--- config.mk ---
export PLATFORM = sky130hd
export DESIGN_NAME = buffered_expansion_bus
export DESIGN_NICKNAME = d
export VERILOG_FILES = /design/src/logic/xbus_pkg.sv /design/src/logic/ack_sync_if.sv /design/src/logic/ack_sync.sv /design/src/logic/buffered_expansion_bus.sv
export SDC_FILE = /design/constraint.sdc
export NUM_CORES = 1
export LEC_CHECK = 0
export BUFFER_PORTS_ARGS = -buffer_cell sky130_fd_sc_hd__buf_2
export CAP_MARGIN = 20
export CORE_MARGIN = 2
export CORE_UTILIZATION = 47
export DETAILED_ROUTE_END_ITERATION = 7
export PLACE_DENSITY = 0.8
export SLEW_MARGIN = 20
export SYNTH_ARGS = -nofsm -noshare
export SYNTH_HDL_FRONTEND = slang
export SYNTH_SLANG_ARGS = --single-unit
--- constraint.sdc ---
create_clock -name sys_clk -period 2.4 [get_ports sys_clk]
set_input_delay 0.48 -clock sys_clk [delete_from_list [all_inputs] [get_ports sys_clk]]
set_output_delay 0.48 -clock sys_clk [all_outputs]
set_load 0.05 [all_outputs]
--- src/logic/xbus_pkg.sv ---
// Purpose: Shared constants and types for the buffered expansion bus.
// Assumes: 50 MHz sys_clk, one clock domain.
// Notes:   Bus cycle phase counts are in sys_clk cycles.
package xbus_pkg;
   // ----------------------------------------
   // Widths
   // ----------------------------------------
   localparam int LOW_W  = 8;    // Multiplexed address/data width
   localparam int HIGH_W = 12;   // High address width, bits 8..19
   localparam int ADDR_W = 20;   // Full address width
   localparam int LOW_LSB  = 0;  // Low address field position
   localparam int HIGH_LSB = 8;  // High address field position
   // ----------------------------------------
   // Timing
   // ----------------------------------------
   localparam int CLK_NS      = 20;   // sys_clk period
   localparam int T_ALE_NS    = 40;   // Least address latch strobe width
   localparam int ALE_CYC     = (T_ALE_NS + CLK_NS - 1) / CLK_NS;
   localparam int T_STROBE_NS = 80;   // Least read/write strobe width
   localparam int STROBE_CYC  = (T_STROBE_NS + CLK_NS - 1) / CLK_NS;
   localparam int CNT_W       = 4;    // Phase counter width
   // ----------------------------------------
   // Reset values
   // ----------------------------------------
   localparam logic [LOW_W-1:0]  LOW_RST  = 8'h00;
   localparam logic [HIGH_W-1:0] HIGH_RST = 12'h000;
   // ----------------------------------------
   // Types
   // ----------------------------------------
   typedef enum logic [1:0] {ST_IDLE, ST_ADDR, ST_DATA, ST_END} bus_state_t;
endpackage

--- src/logic/ack_sync_if.sv ---
// Purpose: Carrier between the bus top and the acknowledge synchroniser.
// Assumes: One clock domain.
// Notes:   raw in, synchronised level out.
`timescale 1ns/100ps
interface ack_sync_if;
   logic raw;    // Pin level as it arrives
   logic synced; // Resynchronised level
   modport sync (input raw, output synced);
   modport user (output raw, input synced);
endinterface

--- src/logic/ack_sync.sv ---
// Purpose: Two-stage resynchroniser for the external acknowledge pin.
// Assumes: Pin idles high.
// Notes:   First stage feeds only the second stage.
`timescale 1ns/100ps
module ack_sync (
   input  wire logic  sys_clk, // System clock
   input  wire logic  arst_n,  // Async reset, active low
   ack_sync_if.sync   port_if  // Raw in, synced out
);
   // ----------------------------------------
   // Synchroniser stages
   // ----------------------------------------
   logic stage1;      // First flop
   logic stage2;      // Second flop
   logic next_stage1; // Next first flop
   logic next_stage2; // Next second flop

   // Next values
   always_comb begin
      next_stage1 = port_if.raw;
      next_stage2 = stage1;
   end

   // Register, idle high from reset
   always_ff @(posedge sys_clk or negedge arst_n) begin
      if (!arst_n) begin
         stage1 <= 1'b1;
         stage2 <= 1'b1;
      end else begin
         stage1 <= next_stage1;
         stage2 <= next_stage2;
      end
   end

   assign port_if.synced = stage2;
endmodule // ack_sync

--- src/logic/buffered_expansion_bus.sv ---
// Purpose: Drives the buffered expansion bus for one processor access.
// Assumes: Requests arrive synchronous to sys_clk; req_go pulses while idle.
// Notes:   Bus is released to an external master on hold; no buffering.
`timescale 1ns/100ps
// How it works
// - Eight-bit muxed bus plus twelve-bit high address
// - High address valid from ALE rise onward
// - High address tri-stated while bus granted
// - Low address on muxed lines while ALE is high, replaced on the edge where ALE falls
// - Address latch strobe marks valid low address
// - Read strobe marks read cycles
// - Write strobe marks write cycles
// - Grant tri-states outputs; external capture strobe
// - Acknowledge idles high, low inserts waits, resynchronised
module buffered_expansion_bus #(
   parameter int ALE_CYC    = xbus_pkg::ALE_CYC,    // Latch strobe width
   parameter int STROBE_CYC = xbus_pkg::STROBE_CYC  // Least strobe width
) (
   input  wire logic                          sys_clk,         // System clock
   input  wire logic                          arst_n,          // Async reset, active low
   input  wire logic                          req_go,          // Start access, pulse
   input  wire logic                          req_write,       // 1 write, 0 read
   input  wire logic                          req_io,          // 1 I/O, 0 memory
   input  wire logic [xbus_pkg::ADDR_W-1:0]   req_addr,        // Access address
   input  wire logic [xbus_pkg::LOW_W-1:0]    req_wdata,       // Write data
   output logic                               req_busy,        // Access in progress
   output logic                               req_done,        // Access finished, pulse
   output logic [xbus_pkg::LOW_W-1:0]         req_rdata,       // Read data
   input  wire logic                          hold_req,        // External master request
   output logic                               bus_grant,       // Bus handed over
   output logic [xbus_pkg::HIGH_W-1:0]        high_addr_o,     // High address out
   output logic                               high_addr_oe,    // High address drive
   input  wire logic [xbus_pkg::HIGH_W-1:0]   high_addr_i,     // High address in
   output logic [xbus_pkg::LOW_W-1:0]         mux_addr_data_o, // Muxed lines out
   output logic                               mux_addr_data_oe,// Muxed lines drive
   input  wire logic [xbus_pkg::LOW_W-1:0]    mux_addr_data_i, // Muxed lines in
   output logic                               ale,             // Address latch strobe
   output logic                               rd_n,            // Read strobe, low active
   output logic                               wr_n,            // Write strobe, low active
   output logic                               den_n,           // Data enable, low active
   output logic                               io_m,            // I/O or memory status
   output logic                               ctrl_oe,         // Strobe and status drive
   output logic                               data_capture_strobe_o,  // Capture strobe out
   output logic                               data_capture_strobe_oe, // Capture strobe drive
   input  wire logic                          ext_ack,         // External acknowledge
   output logic                               ready            // Synced ready status
);
   // ----------------------------------------
   // Acknowledge resynchroniser
   // ----------------------------------------
   ack_sync_if ack_if ();                 // Carrier to synchroniser
   assign ack_if.raw = ext_ack;
   ack_sync u_ack_sync (
      .sys_clk (sys_clk),
      .arst_n  (arst_n),
      .port_if (ack_if)
   );
   assign ready = ack_if.synced;

   // ----------------------------------------
   // State
   // ----------------------------------------
   xbus_pkg::bus_state_t             state;       // Cycle phase
   xbus_pkg::bus_state_t             next_state;
   logic [xbus_pkg::CNT_W-1:0]       cnt;         // Phase counter
   logic [xbus_pkg::CNT_W-1:0]       next_cnt;
   logic                             is_write;    // Latched direction
   logic                             next_is_write;
   logic                             is_io;       // Latched space
   logic                             next_is_io;
   logic [xbus_pkg::ADDR_W-1:0]      addr;        // Latched address
   logic [xbus_pkg::ADDR_W-1:0]      next_addr;
   logic [xbus_pkg::LOW_W-1:0]       wdata;       // Latched write data
   logic [xbus_pkg::LOW_W-1:0]       next_wdata;
   logic [xbus_pkg::LOW_W-1:0]       rdata;       // Captured read data
   logic [xbus_pkg::LOW_W-1:0]       next_rdata;
   logic                             grant;       // Bus handed over
   logic                             next_grant;
   logic                             done;        // Done pulse
   logic                             next_done;

   // ----------------------------------------
   // Next-state logic
   // ----------------------------------------
   always_comb begin
      next_state    = state;
      next_cnt      = cnt;
      next_is_write = is_write;
      next_is_io    = is_io;
      next_addr     = addr;
      next_wdata    = wdata;
      next_rdata    = rdata;
      next_grant    = grant;
      next_done     = 1'b0;
      unique case (state)
         xbus_pkg::ST_IDLE: begin
            // Hand over only between cycles
            if (hold_req) begin
               next_grant = 1'b1;
            end else if (grant) begin
               next_grant = 1'b0;
            end else if (req_go) begin
               next_state    = xbus_pkg::ST_ADDR;
               next_cnt      = '0;
               next_is_write = req_write;
               next_is_io    = req_io;
               next_addr     = req_addr;
               next_wdata    = req_wdata;
            end
         end
         xbus_pkg::ST_ADDR: begin
            // Latch strobe high for its width
            if (cnt == xbus_pkg::CNT_W'(ALE_CYC - 1)) begin
               next_state = xbus_pkg::ST_DATA;
               next_cnt   = '0;
            end else begin
               next_cnt = cnt + 4'h1;
            end
         end
         xbus_pkg::ST_DATA: begin
            // Strobe held; low acknowledge stretches it
            if (cnt != xbus_pkg::CNT_W'(STROBE_CYC - 1)) begin
               next_cnt = cnt + 4'h1;
            end else if (ack_if.synced) begin
               next_state = xbus_pkg::ST_END;
               if (!is_write) begin
                  next_rdata = mux_addr_data_i;
               end
            end
         end
         xbus_pkg::ST_END: begin
            // Strobes off, high address still held
            next_state = xbus_pkg::ST_IDLE;
            next_done  = 1'b1;
         end
      endcase
   end

   // Register state
   always_ff @(posedge sys_clk or negedge arst_n) begin
      if (!arst_n) begin
         state    <= xbus_pkg::ST_IDLE;
         cnt      <= '0;
         is_write <= 1'b0;
         is_io    <= 1'b0;
         addr     <= '0;
         wdata    <= xbus_pkg::LOW_RST;
         rdata    <= xbus_pkg::LOW_RST;
         grant    <= 1'b0;
         done     <= 1'b0;
      end else begin
         state    <= next_state;
         cnt      <= next_cnt;
         is_write <= next_is_write;
         is_io    <= next_is_io;
         addr     <= next_addr;
         wdata    <= next_wdata;
         rdata    <= next_rdata;
         grant    <= next_grant;
         done     <= next_done;
      end
   end

   // ----------------------------------------
   // Output drivers
   // ----------------------------------------
   logic in_data;   // Data phase
   assign in_data = (state == xbus_pkg::ST_DATA);

   // High address held from latch phase until next cycle
   assign high_addr_o  = addr[xbus_pkg::HIGH_LSB +: xbus_pkg::HIGH_W];
   assign high_addr_oe = !grant;
   // Low address during latch phase, write data later
   assign mux_addr_data_o = (state == xbus_pkg::ST_ADDR) ?
                            addr[xbus_pkg::LOW_LSB +: xbus_pkg::LOW_W] : wdata;
   assign mux_addr_data_oe = !grant && ((state == xbus_pkg::ST_ADDR) || (in_data && is_write));
   assign ale      = (state == xbus_pkg::ST_ADDR);
   assign rd_n     = !(in_data && !is_write);
   assign wr_n     = !(in_data && is_write);
   assign den_n    = !in_data;
   assign io_m     = is_io;
   assign ctrl_oe  = !grant;
   // Capture strobe falls at read end; external logic owns it in grant
   assign data_capture_strobe_o  = in_data && !is_write;
   assign data_capture_strobe_oe = !grant;
   assign bus_grant = grant;
   assign req_busy  = (state != xbus_pkg::ST_IDLE) || grant;
   assign req_done  = done;
   assign req_rdata = rdata;
   // High address input only meaningful in grant; folded into unused_high, read nowhere
   logic unused_high; // Unused
   assign unused_high = ^high_addr_i;
endmodule // buffered_expansion_bus

### Word-level counts from Yosys, hierarchy flattened

Index checks and enable logic that the tools add are counted.

* output and inout bits: 42
* memory bits (read-only): 0
* latch bits: 0
* bits in writable memories: 0
* memories: 0
* logic and storage cells: 61
* bits in registers: 48
* input port bits: 55

* bitwise logic cells: 4
* reduce and logical (&&, ||, !) cells: 17
* $lt $le $gt $ge: 0
* add/sub/neg operators: 1
* div/mod/pow operators: 0
* shifts and indexed selects: 0
* equality and inequality tests: 12
* mux-type cells: 16
* multiply operators: 0

Operators with widths (count)
* $mux 4: 5
* $mux 2: 6
* $pmux 4 s3: 1
* $mux 8: 1
* $ne 2x2->1 const B: 4
* $pmux 2 s4: 1
* $reduce_and 4->1: 2
* $ne 2x1->1 const B: 3
* $reduce_and 6->1: 1
* $logic_not 1->1: 5
* $reduce_and 5->1: 1
* $add 4x1->4 const B: 1
* $eq 2x2->1 const B: 2
* $eq 4x1->1 const B: 1
* $ne 4x2->1 const B: 1
* $not 1->1: 4
* $logic_and 1x1->1: 3
* $reduce_bool 3->1: 1
* $eq 2x1->1 const B: 1
* $logic_not 2->1: 1
* $logic_or 1x1->1: 2
* $mux 1: 2
* $reduce_bool 2->1: 1

### Depth between registers and ports, before layout

* depth after elaboration: 4
* mapped depth: 6
* mapped depth without buffers: 6

### Modules after synthesis

Synthesis repeated with hierarchy kept, for this count alone.

* cell total of the unflattened synthesis: 161
* area total of the unflattened synthesis: 2183.3 um^2

By module, submodules not included
* buffered_expansion_bus: seq. area each 1151.1 um^2, area an instance 2130.8 um^2, cells each 159, instances 1
* ack_sync: seq. area each 52.6 um^2, area an instance 52.6 um^2, cells each 2, instances 1

### Worst setup path before layout

No wires, ideal clock.

* kind: reg2out
* start point: reg state[1]
* end point: out mux_addr_data_oe
* stages on the path, launching flop included: 6
* setup slack: -0.143 ns
* data required time: 1.920 ns
* path buffers: 1
* data arrival time: 2.063 ns
* cells stage by stage: dfrtp_1 > inv_1 > ha_1 > clkbuf_1 > a21oi_1 > nor2_1

* elaborated cells on any way between the ends: 5
* those cells by class: eq/ne: 2; reduce/logical: 3

RTL lines
* start: declaration: line buffered_expansion_bus.sv:63 `xbus_pkg::bus_state_t state;`
* start signal: assignment: line buffered_expansion_bus.sv:142 `state <= xbus_pkg::ST_IDLE;`
* start signal: assignment: line buffered_expansion_bus.sv:152 `state <= next_state;`
* $eq 2x1->1
* named net ale: line buffered_expansion_bus.sv:37 `output logic ale,`
* $logic_or 1x1->1: line buffered_expansion_bus.sv:176 `assign mux_addr_data_oe = !grant && ((state == xbus_pkg::ST_ADDR) || (in_data && is_write));`
* $logic_and 1x1->1: line buffered_expansion_bus.sv:176
* end: declaration: line buffered_expansion_bus.sv:35 `output logic mux_addr_data_oe,`

The timed path passes the listed nets, and every way through them passes these cells.

### Worst setup path after layout

* start point: reg state[1]
* end point: out mux_addr_data_o[1] (netlist bit)

* cells in the longest elaborated chain, start to end: 2

RTL lines
* $eq 2x1->1: line buffered_expansion_bus.sv:174 `assign mux_addr_data_o = (state == xbus_pkg::ST_ADDR) ?`
* $mux 8: line buffered_expansion_bus.sv:174
* end: declaration: line buffered_expansion_bus.sv:34 `output logic [xbus_pkg::LOW_W-1:0] mux_addr_data_o,`

No other way between the ends.

==> flow_metrics.tcl <==
set metrics [dict create \
    ant_nets 0 \
    ys.warnings.count 0 \
    rr_worst_depth 6 \
    ioPinCount 97 \
    cts_num_sinks 48 \
    met2_usage 0.273 \
    clk_pin_slew_worst_paths_ps 80 \
    period_minus_slack_ps 2250 \
    drcViolationCount 0 \
    synth_top_area_share 0.527 \
    drt_iter0_drc 84 \
    start_util 0.495 \
    period_share 0.938 \
    r2r_start "state[0]$_DFFE_PN0P_" \
    critPathCapture "mux_addr_data_o[1]" \
    synth_mux_area_frac 0.242 \
    coreArea_sq_mm 0.00441 \
    rows 24 \
    cts_buffers 5 \
    root_buffer "clkbuf_8" \
    p_leak_nw 1.34 \
    critPathCaptureType "output port" \
    worstPathRequired_ps 1920 \
    fmax_ghz 0.444 \
    diodes 0 \
    tns_ps 0 \
    grt.met1_usage 0.203 \
    synthAdderAreaFrac 0.0401 \
    fp.dieH_um 72.2 \
    ys_types 26 \
    grt_max_degree 49 \
    worst_pin_slew_ps 596 \
    grtUsageMet3 0.0583 \
    syn_nets 223 \
    grt-ovfl-total 0 \
    busiest_layer "met2" \
    post-cts-setup-buffers 0 \
    outcome "completed" \
    worstSetupStartpoint "state[1]$_DFFE_PN0P_" \
    finalHoldViolCount 0 \
    wire_per_inst_um 13.6 \
    place.gp.congestion 0.741 \
    place_area_sq_mm 0.00259 \
    worst-endpoint-arrival_ps 1770 \
    rsz0062_at_grt "false" \
    synth_cells 161 \
    die_w_um 72.2 \
    yosysTopAreaCell "dfrtp_1" \
    final_cell_area_sq_mm 0.00270 \
    synthTopCellsByArea "dfrtp_1 53%, mux2_2 24%, buf_4 4.8%" \
    track_usage 0.163 \
    viasPerCell 4.95 \
    critPathKind "flip-flop to output port" \
    cts_tree "done" \
    grt_pass1_wl_mm 6.59 \
    setup_viol 0 \
    fin_skew_ps 4.90 \
    cap_viol_max_count 0 \
    seq_area_frac_synth 0.551 \
    nets 299 \
    via_count 1436 \
    post-route-util 0.612 \
    clock_path_buffers 2 \
    die_area_sq_mm 0.00521 \
    syn2layout_area_growth_pct 23.7 \
    clkLatencyLatePin_ps 290 \
    syn_area_sq_mm 0.00218 \
    synth_top_family_by_area "multiplexers" \
    fillers 372 \
    power-per-cell-area_mw_per_mm2 1610 \
    reg2reg_to "cnt[3]$_DFFE_PN0P_" \
    startpoint_type "flip-flop" \
    synth-xor-area-share 0 \
    rrSetupSlack_ps 480 \
    portBuffers 84 \
    ir_drop_v 0.00110 \
    post-dp-hpwl_mm 2.95 \
    grt_antenna_before_repair 0 \
    relSlewSlack 0.597 \
    htree_levels 2 \
    avgSynthCellArea_sq_um 13.6 \
    wl_mm 3.93 \
    ys_seq_elements 48 \
    yosys.area_share.simple 0.0562 \
    drive_above_1_share 0.630 \
    hold_class "input pin to asynchronous set/reset pin" \
    slew_violations 0 \
    synth_compound_area_frac 0.0413 \
    grt_pass1_vias 1480 \
    holdBufCountCts 0 \
    drt_first_pass_iters 4 \
    crit_fanout 12 \
]
worst max-delay path, cell delays in order (launching register included):
cell and delay (ps):
dfrtp_1 410, inv_1 110, ha_2 360, mux2_2 380, buf_2 210
cells in the mapped netlist:
master	instances
nor3b_1	2
ha_1	7
dfrtp_1	46
a21oi_1	2
nand2_1	6
or3b_2	1
mux2_2	47
nand2b_4	1
o22ai_1	1
nand3_1	2
clkbuf_1	1
or3b_1	1
dfstp_2	2
a21o_1	1
a22oi_1	2
nor4b_1	1
buf_2	3
o21ai_0	3
nand2b_1	3
o21ai_1	2
a221o_1	1
inv_1	7
buf_4	14
nor2_1	3
nor3_1	1
o41ai_2	1
repair_timing:
item / 4_1_cts / 5_1_grt
resized for setup: 1 / 0
endpoints found under the hold margin: 0 / 0
endpoints found under the setup margin: 8 / 0
placed cells by master, fill, tap and decap left out, types with 2 or more instances in the layout:
master and count:
ha_1 6, dfstp_2 2, a21oi_1 2, dfrtp_1 46
nand3_1 2, o21ai_0 3, o21ai_1 2, buf_2 84
buf_4 2, mux2_2 47, a22oi_1 2, nand2_1 6
inv_1 6, clkbuf_8 5, nor2_1 2, nand2b_1 3
cell families after synthesis:
| group | after synthesis |
|---|---|
| DFF | 48 |
| adders and majority gates | 7 |
| AOI/OAI and AO/OA | 13 |
| buffers and inverters | 25 |
| muxes | 47 |
| and+or+nand+nor | 21 |
flip-flops by register name (all words and copies together) (netlist names):
register                   cells
bus_grant                      1
req_done                       1
u_ack_sync.port_if.synced      1
req_rdata                      8
u_ack_sync.next_stage2         1
wdata                          8
state                          2
addr                          20
io_m                           1
cnt                            4
is_write                       1
worst min path at each step:
stage / slack, ps / from / depth (start not counted) / end
finish: 150 / arst_n / 2 / addr[6]$_DFFE_PN0P_
global route: 160 / arst_n / 2 / addr[6]$_DFFE_PN0P_
CTS: 160 / arst_n / 2 / addr[5]$_DFFE_PN0P_
detailed placement: 350 / u_ack_sync.next_stage2$_DFF_PN1_ / 0 / u_ack_sync.port_if.synced$_DFF_PN1_
global placement: 350 / u_ack_sync.next_stage2$_DFF_PN1_ / 0 / u_ack_sync.port_if.synced$_DFF_PN1_
floorplan: 180 / arst_n / 0 / addr[0]$_DFFE_PN0P_
power breakdown:
group	internal [W]	switching [W]
sequential	0.00113	0.000175
combinational	0.000745	0.00172
clock	0.000309	0.000252
cell type report:
type                            instances  area [sq um]  area share
Clock buffer                            6          72.6      0.0269
Tap cell                               52          65.1      0.0241
Timing Repair Buffer                   87           455       0.169
Clock inverter                          2          35.0      0.0130
Sequential cell                        48          1200       0.446
Inverter                                7          30.0      0.0111
Multi-Input combinational cell         88           840       0.311
routing by layer:
metal  part of all wire  up-vias
li1                   -      697
met1               0.43      691
met2               0.49       42
met3              0.064        6
met4             0.0094        0
met5                  0        -
metrics by stage:
stage	hold WS, ps	power, W	instances	worst slack (ps)
2_1_floorplan	184	0.00344	161	27.7
3_3_place_gp	346	0.00377	282	326
3_5_place_dp	347	0.00381	282	303
4_1_cts	160	0.00438	290	124
5_1_grt	165	0.00459	290	62.3
6_report	145	0.00434	290	149
(Power assumes the default switching activity.)
